<file path="src/core/mmd_pkg.sv">
/*
 * mmd_pkg: constants and carrier types for the memory model address decoder.
 * Assumes an 8-bit controller bus with a 16-bit address, sampled on clk.
 */
package mmd_pkg;

   // register block offsets inside the decoder's own 256-byte block
   localparam logic [1:0] OFS_CTRL_PRIMARY = 2'h0;
   localparam logic [1:0] OFS_CTRL_SECONDARY = 2'h1;
   localparam logic [1:0] OFS_PATTERN = 2'h2;
   localparam logic [1:0] OFS_EXCLUDE = 2'h3;

   // printed register bases for the two window positions
   localparam logic [15:0] REG_BASE_HIGH = 16'hFC00;
   localparam logic [15:0] REG_BASE_LOW = 16'h7C00;

   // i/o area: address bits 14..10 all ones, bit 15 picks the half
   localparam logic [4:0] IO_AREA_TAG = 5'h1F;

   // 256-byte blocks inside the i/o area, selected by address bits 9..8
   localparam logic [1:0] IO_BLK_REGS = 2'h0;
   localparam logic [1:0] IO_BLK_FIRST = 2'h1;
   localparam logic [1:0] IO_BLK_SECOND = 2'h2;
   localparam logic [1:0] IO_BLK_THIRD = 2'h3;

   // primary control field positions
   localparam int CTL_PROGRAM_BIT = 7;
   localparam int CTL_IO_WINDOW_BIT = 6;
   localparam int CTL_RAM_SWAP_BIT = 5;
   localparam int CTL_SHARED_BIT = 4;
   localparam int CTL_BANK_MSB = 3;
   localparam int CTL_BANK_LSB = 1;
   localparam int CTL_HALF_BIT = 0;

   // pattern and exclude registers use bits 7..2, bits 1..0 reserved
   localparam int CMP_MSB = 7;
   localparam int CMP_LSB = 2;
   localparam logic [7:0] CMP_USED_MASK = 8'hFC;
   localparam logic [7:0] SECONDARY_USED_MASK = 8'h03;

   // every register clears to zero, the default memory model
   localparam logic [7:0] REG_RESET = 8'h00;

   // one controller bus cycle as seen by the decoder
   typedef struct packed {
      logic [15:0] addr;
      logic [7:0] wdata;
      logic xdata_rd;
      logic xdata_wr;
      logic code_rd;
   } mmd_bus_t;

   // decoded primary control register
   typedef struct packed {
      logic flash_program_model_select;
      logic io_window_high_low_select;
      logic ram_half_swap;
      logic shared_code_data_enable;
      logic flash_bank_bit_two;
      logic flash_bank_bit_one;
      logic flash_bank_bit_zero;
      logic flash_half_select_override;
   } mmd_ctrl_t;

endpackage

</file>
<file path="src/core/mmd_decoder.sv">
/*
 * mmd_decoder: software configurable address decoder with four write-only
 * registers, memory selects, peripheral selects and flash bank lines.
 * Assumes the bus strobes are active high and synchronous to clk, and that
 * the board reports socket population as static levels.
 */
// Operation
// four write-only registers written by xdata cycles
// software writes zero into reserved bits
// reset clears registers, giving default model
// registers at 7C00-7C03 or FC00-FC03
// i/o area FC00-FFFF, or 7C00-7FFF
// four 256-byte blocks, three peripheral, one registers
// peripheral selects on xdata read and write
// i/o area accesses select no memory
// ram halves follow swap bit
// unpopulated socket range reaches no memory
// program model: flash low, ram high
// program model flash write-xdata, read-code only
// flash A15 from register only in program model
// runtime model drives latched flash bank bits
// shared enable off ignores pattern and exclude
// program model ignores shared enable, honours window
// shared regions send code and xdata to ram
// separate regions: code to flash, xdata ram
// board keeps circuitry out of register block
// software shadows every written register value
// pattern compared against address bits 15..10
// exclude bits drop pattern bits from compare
// selects decoded combinationally within the bus cycle
module mmd_decoder (
   input wire logic clk,
   input wire logic reset,
   input wire mmd_pkg::mmd_bus_t bus,
   input wire logic primary_ram_socket_present,
   input wire logic secondary_ram_socket_present,
   output logic flash_select,
   output logic flash_read,
   output logic flash_write,
   output logic [3:0] flash_upper_addr,
   output logic primary_ram_socket_select,
   output logic secondary_ram_socket_select,
   output logic ram_read,
   output logic ram_write,
   output logic [1:0] ram_bank_addr,
   output logic peripheral_select_first,
   output logic peripheral_select_second,
   output logic peripheral_select_third
);

   mmd_pkg::mmd_ctrl_t ctrl_r;
   logic [7:0] ctrl_secondary_r;
   logic [7:0] pattern_match_bits_r;
   logic [7:0] pattern_exclude_bits_r;

   logic xdata_any;
   logic io_hit;
   logic [1:0] io_block;
   logic reg_hit;
   logic reg_write;
   logic [5:0] cmp_diff;
   logic separate_region;
   logic low_half;
   logic primary_half;
   logic prog_flash_xwr;
   logic prog_flash_code;
   logic run_flash_code;
   logic ram_xdata;
   logic ram_code;
   logic ram_any;

   // address decode of the i/o window; the window moves with the select bit
   assign xdata_any = bus.xdata_rd | bus.xdata_wr;
   assign io_hit = (bus.addr[14:10] == mmd_pkg::IO_AREA_TAG) &&
                   (bus.addr[15] == ~ctrl_r.io_window_high_low_select);
   assign io_block = bus.addr[9:8];
   // only the first four bytes answer; the rest of the block stays unused
   assign reg_hit = io_hit && (io_block == mmd_pkg::IO_BLK_REGS) &&
                    (bus.addr[7:2] == 6'h00);
   assign reg_write = bus.xdata_wr && reg_hit;

   // primary control register: all eight bits carry function
   always_ff @(posedge clk or posedge reset) begin
      if (reset) begin
         ctrl_r <= mmd_pkg::mmd_ctrl_t'(mmd_pkg::REG_RESET);
      end else if (reg_write && bus.addr[1:0] == mmd_pkg::OFS_CTRL_PRIMARY) begin
         ctrl_r <= mmd_pkg::mmd_ctrl_t'(bus.wdata);
      end
   end

   // secondary control register: ram bank latch in the low two bits
   always_ff @(posedge clk or posedge reset) begin
      if (reset) begin
         ctrl_secondary_r <= mmd_pkg::REG_RESET;
      end else if (reg_write && bus.addr[1:0] == mmd_pkg::OFS_CTRL_SECONDARY) begin
         ctrl_secondary_r <= bus.wdata & mmd_pkg::SECONDARY_USED_MASK;
      end
   end

   // pattern and exclude registers; reserved bits are masked to zero on write
   always_ff @(posedge clk or posedge reset) begin
      if (reset) begin
         pattern_match_bits_r <= mmd_pkg::REG_RESET;
         pattern_exclude_bits_r <= mmd_pkg::REG_RESET;
      end else if (reg_write) begin
         if (bus.addr[1:0] == mmd_pkg::OFS_PATTERN) begin
            pattern_match_bits_r <= bus.wdata & mmd_pkg::CMP_USED_MASK;
         end
         if (bus.addr[1:0] == mmd_pkg::OFS_EXCLUDE) begin
            pattern_exclude_bits_r <= bus.wdata & mmd_pkg::CMP_USED_MASK;
         end
      end
   end

   // region compare: a cleared exclude bit keeps that address line in play
   assign cmp_diff = (bus.addr[15:10] ^
                      pattern_match_bits_r[mmd_pkg::CMP_MSB:mmd_pkg::CMP_LSB]) &
                     ~pattern_exclude_bits_r[mmd_pkg::CMP_MSB:mmd_pkg::CMP_LSB];
   // with sharing off every address is a separate code/data region
   assign separate_region = ~ctrl_r.shared_code_data_enable || (cmp_diff == 6'h00);

   // ram half steering; program model always puts ram in the upper half
   assign low_half = ~bus.addr[15];
   assign primary_half = ctrl_r.flash_program_model_select ? ~low_half :
                         (bus.addr[15] == ctrl_r.ram_half_swap);

   // flash paths: program model writes by xdata and reads by code only
   assign prog_flash_xwr = ctrl_r.flash_program_model_select && low_half &&
                           bus.xdata_wr && ~io_hit;
   assign prog_flash_code = ctrl_r.flash_program_model_select && low_half &&
                            bus.code_rd;
   // runtime code fetches go to flash only in separate regions
   assign run_flash_code = ~ctrl_r.flash_program_model_select && bus.code_rd &&
                           separate_region;

   // ram paths; code fetches reach ram in shared regions or the program upper half
   assign ram_xdata = xdata_any && ~io_hit &&
                      (~ctrl_r.flash_program_model_select || ~low_half);
   assign ram_code = bus.code_rd &&
                     (ctrl_r.flash_program_model_select ? ~low_half
                                                        : ~separate_region);
   assign ram_any = ram_xdata || ram_code;

   // selects are combinational so they are valid inside the same bus cycle;
   // a registered version would land one clock late for the memories
   always_comb begin
      flash_select = prog_flash_xwr || prog_flash_code || run_flash_code;
      flash_read = prog_flash_code || run_flash_code;
      flash_write = prog_flash_xwr;
      primary_ram_socket_select = ram_any && primary_half &&
                                  primary_ram_socket_present;
      secondary_ram_socket_select = ram_any && ~primary_half &&
                                    ~ctrl_r.flash_program_model_select &&
                                    secondary_ram_socket_present;
      ram_read = ram_code || (ram_xdata && bus.xdata_rd);
      ram_write = ram_xdata && bus.xdata_wr;
   end

   // peripheral selects: one per peripheral block, on xdata read or write
   always_comb begin
      peripheral_select_first = xdata_any && io_hit &&
                                (io_block == mmd_pkg::IO_BLK_FIRST);
      peripheral_select_second = xdata_any && io_hit &&
                                 (io_block == mmd_pkg::IO_BLK_SECOND);
      peripheral_select_third = xdata_any && io_hit &&
                                (io_block == mmd_pkg::IO_BLK_THIRD);
   end

   // flash upper lines straight from the latch; A15 follows the model
   always_comb begin
      flash_upper_addr[3:1] = {ctrl_r.flash_bank_bit_two, ctrl_r.flash_bank_bit_one,
                               ctrl_r.flash_bank_bit_zero};
      flash_upper_addr[0] = ctrl_r.flash_program_model_select ?
                            ctrl_r.flash_half_select_override : bus.addr[15];
   end

   // ram bank lines are plain latch outputs
   assign ram_bank_addr = ctrl_secondary_r[1:0];
endmodule

</file>
<file path="config.mk">
export PLATFORM = sky130hd
export DESIGN_NAME = mmd_decoder
export DESIGN_NICKNAME = d
export VERILOG_FILES = /design/src/core/mmd_pkg.sv /design/src/core/mmd_decoder.sv
export SDC_FILE = /design/constraint.sdc
export NUM_CORES = 1
export LEC_CHECK = 0
export BUFFER_PORTS_ARGS = -buffer_cell sky130_fd_sc_hd__buf_4
export CAP_MARGIN = 20
export CORE_MARGIN = 2
export CORE_UTILIZATION = 43
export DETAILED_ROUTE_END_ITERATION = 6
export GPL_TIMING_DRIVEN = 0
export PLACE_DENSITY = 0.71
export SLEW_MARGIN = 40
export SYNTH_ARGS = -nofsm -noshare
export SYNTH_HDL_FRONTEND = slang
export SYNTH_SLANG_ARGS = --single-unit
</file>
<file path="constraint.sdc">
create_clock -name clk -period 1.57 [get_ports clk]
set_clock_uncertainty 0.1 [all_clocks]
set_input_delay 0 -clock clk [delete_from_list [all_inputs] [get_ports clk]]
set_output_delay 0 -clock clk [all_outputs]
set_load 0.02 [all_outputs]
</file>
==> impl_metrics.yaml, run 1 <==
routing:
  first_pass_iters: 4
  via_count: 1104
  drtIter0Drc: 35
  wire_per_inst_um: 15.8
  drc: 0
  routed_wl_um: 3220
  antenna_left: 0
  viasPerCell: 5.41
clock_network:
  cts_buffer_depth: 2
  path_clk_slew_ns: 0.11
  cts-root-buf: "clkbuf_4"
  clk-insertion-delay-late_ns: 0.30
  numCtsBuffers: 3
  cts-htree-levels: 1
  cts_tree: "yes"
  clock_sinks: 22
logic_synthesis:
  ys_ff_latch: 22
  ys_seq_area_share_pct: 44.2
  synth_cell_types: 32
  synth.net_count: 138
  netlist_area_mm2: 0.00125
  syn-mean-instance-area_um2: 11.6
  yosys_warnings: 0
  synth_cells: 107
critical_path:
  required_ns: 1.47
  worstPathCellList: "xor2_1 > or3b_4 > a32oi_2 > o22ai_1 > buf_4"
  rrSetupSlack_ns: -0.34
  reg2reg_to: "flash_upper_addr[1]"
  cpMaxStageDelayCell: "or3b_4"
  crit_path_start_kind: "register"
  cp-endpoint: "primary_ram_socket_select"
  ff2ff_path_depth: 6
  path_max_fanout: 8
  end_kind: "output pin"
  crit_type: "reg2out"
  critical-path-max-stage-delay_ns: 0.50
  worstReg2RegStart: "ctrl_r[6]"
  cp.arrival_ns: 1.90
  cp-startpoint: "ctrl_r[6]"
finish:
  drive_gt1_share_pct: 60.7
  syn2layout_area_growth_pct: 64.0
  final_cell_mix: "buf_4 (54), dfrtp_1 (22), mux2_4 (16), dlygate4sd3_1 (10), mux2_2 (7)"
  nFillCells: 196
  diodes: 0
  multiInputGateArea_um2: 828
  layout.cells.non_filler: 204
  num-nets-final: 205
  regArea_um2: 551
  final_common_cell: "buf_4"
sta:
  maxSlewViolCount: 0
  fin_crit_sh_pct: 127
  slew_headroom_pct: 59.3
  setup_viol_count_final: 32
  tightest_slew_ns: 0.608
  layout_min_cycle_time_ns: 2.00
  layout_setup_ws_ns: -0.431
  rsz0062_at_grt: "yes"
  fmax_mhz: 500
  hold_violations: 0
flow_run:
  cap_violations: 0
placed_design:
  placedCellCount: 183
  dp_hpwl_um: 2230
  place_congestion: 0.780
  io_buffers: 45
status:
  status: "finished with violations"
  violations: "negative setup slack"
global_routing:
  grt_pass1_wl_um: 5220
  antenna_found_initial: 0
  grt_max_degree: 23
  first_global_vias: 1099
  grt_overflow: 0
  track_usage_pct: 20.4
power_and_ir_drop:
  vdd_drop_max_mv: 0.797
  total_power_uw: 1200
  powerDensity_mw_per_mm2: 588
  power_leakage_uw: 0.000996
floorplanning:
  die_h_um: 57.8
  die_area_mm2: 0.00334
  pin_count: 47
  dieWidth_um: 57.8
  start_util_pct: 45.2
  rows: 19
  core-area_mm2: 0.00276
min_path:
  holdCritPathClass: "in2reg"
==> routing by layer <==
| metal | track usage [%] | vias to the layer above | part of all wire, % |
|---|---|---|---|
| met5 | 0 | - | 0 |
| met4 | 4.98 | 0 | 0.84 |
| met3 | 1.79 | 4 | 5.2 |
| met2 | 36.2 | 36 | 52 |
| met1 | 26.9 | 535 | 42 |
| li1 | - | 529 | - |
==> critical path, delay by kind of cell, from the launching register on <==
family	cells	cell delay, ns
buffers and inverters	1	0.16
XOR/XNOR	1	0.20
flip-flops	1	0.42
AO/OA/AOI/OAI	2	0.32
AND/OR/NAND/NOR	1	0.50
==> stage by stage <==
stage / util [%] / setup TNS, ns / setup slack (ns) / area (um2) / hold WS, ns
after floorplan: - / -0.862 / -0.0972 / 1320 / -0.111
after global placement: 61.3 / -5.64 / -0.386 / 1690 / 0.0919
after detailed placement: 61.3 / -6.61 / -0.435 / 1690 / 0.100
after CTS: 70.6 / -7.38 / -0.369 / 1950 / 0.0936
after global routing: 74.1 / -12.23 / -0.532 / 2040 / 0.0962
final: 74.1 / -9.23 / -0.431 / 2040 / 0.104
==> Yosys cell counts <==
| library cell | count | area share, % |
|---|---|---|
| a211oi_1 | 1 | 0.60 |
| a21oi_1 | 4 | 1.6 |
| a32oi_1 | 1 | 0.70 |
| and2b_2 | 1 | 0.70 |
| and4_1 | 2 | 1.4 |
| buf_2 | 1 | 0.40 |
| buf_4 | 4 | 2.4 |
| buf_6 | 1 | 0.90 |
| clkbuf_1 | 1 | 0.30 |
| dfrtp_1 | 22 | 44 |
| inv_1 | 3 | 0.90 |
| mux2_2 | 23 | 21 |
| nand2_1 | 3 | 0.90 |
| nand2b_1 | 1 | 0.50 |
| nand3b_1 | 1 | 0.60 |
| nand4_1 | 4 | 2.0 |
| nor2_1 | 5 | 1.5 |
| nor2b_1 | 2 | 1.0 |
| nor3_1 | 1 | 0.40 |
| nor4_1 | 3 | 1.5 |
| nor4_4 | 1 | 1.7 |
| nor4b_1 | 2 | 1.4 |
| nor4bb_1 | 1 | 0.80 |
| o211a_1 | 1 | 0.80 |
| o22ai_1 | 4 | 2.0 |
| o2bb2ai_1 | 1 | 0.70 |
| o311ai_0 | 1 | 0.70 |
| o31ai_1 | 1 | 0.60 |
| or3b_2 | 1 | 0.70 |
| or4_4 | 1 | 0.90 |
| xnor2_1 | 6 | 4.2 |
| xor2_1 | 3 | 2.1 |
==> kinds of logic (layout without fill, tap and decap cells) <==
group                     after synthesis  in the layout  share of synthesized area [%]
and+or+nand+nor                        29             29                           16.1
muxes                                  23             23                           20.8
DFF                                    22             22                           44.2
AOI/OAI and AO/OA                      14             14                           7.73
buffers and inverters                  10             76                           4.92
xor gates and xnor gates                9              9                           6.33
==> report_power, final <==
| group | leakage [uW] | switching, uW | internal (uW) |
|---|---|---|---|
| sequential | 0.000308 | 0.150 | 567 |
| combinational | 0.000660 | 99.2 | 112 |
| clock | 0.0000279 | 166 | 258 |
| total | 0.000996 | 265 | 937 |
==> final cells by class <==
cell class	count	share of cell area [%]
buffer	6	2.57
clock buffer	3	1.10
clock inverter	1	1.47
inverter	3	0.551
multi-input combinational	75	40.5
sequential	22	26.9
tap	31	1.90
timing repair buffer	63	24.9
==> worst min path at each step <==
| stage | start | to | slack, ns | cells past startpoint |
|---|---|---|---|---|
| after global placement | reset | flash_upper_addr[1] | 0.09 | 2 |
| final | bus[13] | ctrl_secondary_r[1] | 0.10 | 4 |
| after floorplan | reset | ctrl_r[0] | -0.11 | 1 |
| after detailed placement | reset | flash_upper_addr[1] | 0.10 | 2 |
| after global routing | bus[13] | ctrl_secondary_r[1] | 0.1 | 4 |
| after CTS | bus[11] | ctrl_secondary_r[1] | 0.09 | 4 |
==> flip-flops by register name (all words and copies together) (netlist names) <==
signal and count:
ctrl_r 5, ctrl_secondary_r 2, flash_upper_addr 3, pattern_exclude_bits_r 6, pattern_match_bits_r 6
==> what timing repair did <==
action                     CTS  global route
pin swaps                    4             6
hold endpoints to repair    44             0
hold buffers                10             0
resized for setup           19            12
setup buffers                5             3
setup endpoints to repair   32            32
Power figures use the tool's default switching activity.
==> inputs of run 2 (changes only) <==
- CORE_UTILIZATION: 43 -> 48
- PLACE_DENSITY: 0.71 -> 0.75
- clock period: 1.57 -> 2.2 ns (I/O delays scaled with it)
==> run 2 against run 1 <==
  * The flow now finishes without violations
  * Critical path depth decreased by 1
  * Setup slack improved by 0.68 ns
  * Clock-buffer cell count increased by 1
  * Sequential power decreased by 29%
  * Critical endpoint is now peripheral_select_third
  * Highest routed layer unchanged
==> impl_metrics.yaml, run 2 (synthesized netlist as in run 1, its figures left out) <==
critical_path:
  worstPathCellList: "xor2_2 > or3b_4 > nor4bb_2 > buf_4"
  cpMaxStageDelayCell: "or3b_4"
  crit_type: "reg2out"
  path_delay_family: "simple AND/OR/NAND/NOR gates"
  path_buf_inv: 1
  required_ns: 2.10
  rrSetupSlack_ns: 0.26
  cp.arrival_ns: 1.85
  path_max_fanout: 8
  end_kind: "output pin"
  critical-path-max-stage-delay_ns: 0.46
  crit_path_start_kind: "register"
finish:
  biggestRegsByFlops: "pattern_exclude_bits_r: 6 flops, pattern_match_bits_r: 6 flops, ctrl_r: 5 flops"
  num-nets-final: 196
  drive_gt1_share_pct: 53.0
  final_common_cell: "buf_4"
  nFillCells: 194
  final_cell_mix: "buf_4 (49), mux2_2 (23), dfrtp_1 (22), dlygate4sd3_1 (9), xnor2_1 (6)"
  layout.cells.non_filler: 194
  diodes: 0
  syn2layout_area_growth_pct: 42.4
clock_network:
  cts_tree: "yes"
  cts-root-buf: "clkbuf_4"
  cts_buffer_depth: 2
  clk-insertion-delay-late_ns: 0.30
  clock_sinks: 22
  cts-htree-levels: 1
  numCtsBuffers: 3
  post_cts_buffers: 0
  path_clk_slew_ns: 0.11
global_routing:
  met2_usage_pct: 37.1
  grt_busiest_layer: "met2"
  gr-usage-met3_pct: 3.23
  grt_pass1_wl_um: 4350
  grt_max_degree: 23
  track_usage_pct: 20.3
  globalRouteMet1Util_pct: 23.4
  antenna_found_initial: 0
  first_global_vias: 1020
  grt_overflow: 0
floorplanning:
  start_util_pct: 50.3
  dieWidth_um: 55.0
  rows: 18
  pin_count: 47
  core-area_mm2: 0.00248
  die_area_mm2: 0.00302
  die_h_um: 55.0
routing:
  drc: 0
  via_count: 1068
  routed_wl_um: 2870
  first_pass_iters: 4
  wire_per_inst_um: 14.8
  antenna_left: 0
  drtIter0Drc: 14
  viasPerCell: 5.51
placed_design:
  dp_hpwl_um: 2220
  place_congestion: 0.761
  placedCellCount: 182
  io_buffers: 45
sta:
  fmax_mhz: 513
  tightest_slew_ns: 0.635
  rsz0062_at_grt: "no"
  layout_min_cycle_time_ns: 1.95
  maxSlewViolCount: 0
  fin_crit_sh_pct: 88.6
  hold_violations: 0
  slew_headroom_pct: 57.4
  setup_viol_count_final: 0
status:
  status: "complete, no violations"
power_and_ir_drop:
  total_power_uw: 757
  power_leakage_uw: 0.000867
  powerDensity_mw_per_mm2: 427
  vdd_drop_max_mv: 0.436
min_path:
  holdCritPathClass: "in2reg"
flow_run:
  cap_violations: 0
## run 2: cell count changes in the layout (fill, tap and decap cells not counted), sizes merged
cell	delta
buf	-8
bufinv	-1
dlygate4sd3	-1
clkbuf	+1
## run 2: power by group
group | leakage, uW | internal, uW | switching, uW | total, uW
sequential | 0.000308 | 404 | 0.0889 | 404
combinational | 0.000539 | 71.0 | 60.6 | 132
clock | 0.0000210 | 101 | 120 | 221
total | 0.000867 | 576 | 180 | 757
## run 2: worst register-to-register path, cell delays in order (launching register included)
cell	delay (ns)
dfrtp_1	0.42
xor2_2	0.19
nand4_1	0.20
nor4_4	0.53
mux2_2	0.40
## run 2: final cells by class
class	count	area [um2]	share of cell area (%)
Multi-Input combinational cell	75	664	37.4
Timing Repair Buffer	54	428	24.1
Buffer	6	46.3	2.61
Clock buffer	4	36.3	2.05
Inverter	3	11.3	0.635
Tap cell	30	37.5	2.12
Sequential cell	22	551	31.0
## run 2: worst paths after layout
path,startpoint,end,cells after the start
setup / recovery,ctrl_r[6],peripheral_select_third,4
setup reg to reg,ctrl_r[6],flash_upper_addr[1],4
min in group asynchronous,reset,flash_upper_addr[2],3
hold reg to reg,ctrl_secondary_r[0],ctrl_secondary_r[0],1
hold / removal,bus[12],ctrl_secondary_r[1],3
max in group asynchronous,reset,pattern_exclude_bits_r[2],3
## run 2: timing repair
| item | in CTS | in global routing |
|---|---|---|
| resized for setup | 1 | 4 |
| pin swaps | 0 | 1 |
| endpoints found under the hold margin | 44 | 0 |
| endpoints found under the setup margin | 1 | 7 |
| hold buffers | 9 | 0 |
## run 2: routing by layer
layer / share of wire (%) / up-vias
met5: 0 / -
met4: 1.0 / 0
met3: 6.1 / 4
met2: 51 / 34
met1: 42 / 513
li1: - / 517
## run 2: metrics by stage
step                      worst slack (ns)  TNS [ns]  instance area [um2]  hold WS, ns  utilization [%]
after floorplan                      0.147         0                 1250       -0.111                -
after global placement               0.266         0                 1620       0.0858             65.5
after detailed placement             0.236         0                 1620        0.107             65.5
after CTS                          -0.0121   -0.0191                 1750      0.00939             70.8
after global routing                 0.129         0                 1770      0.00786             71.6
final                                0.250         0                 1770       0.0230             71.6
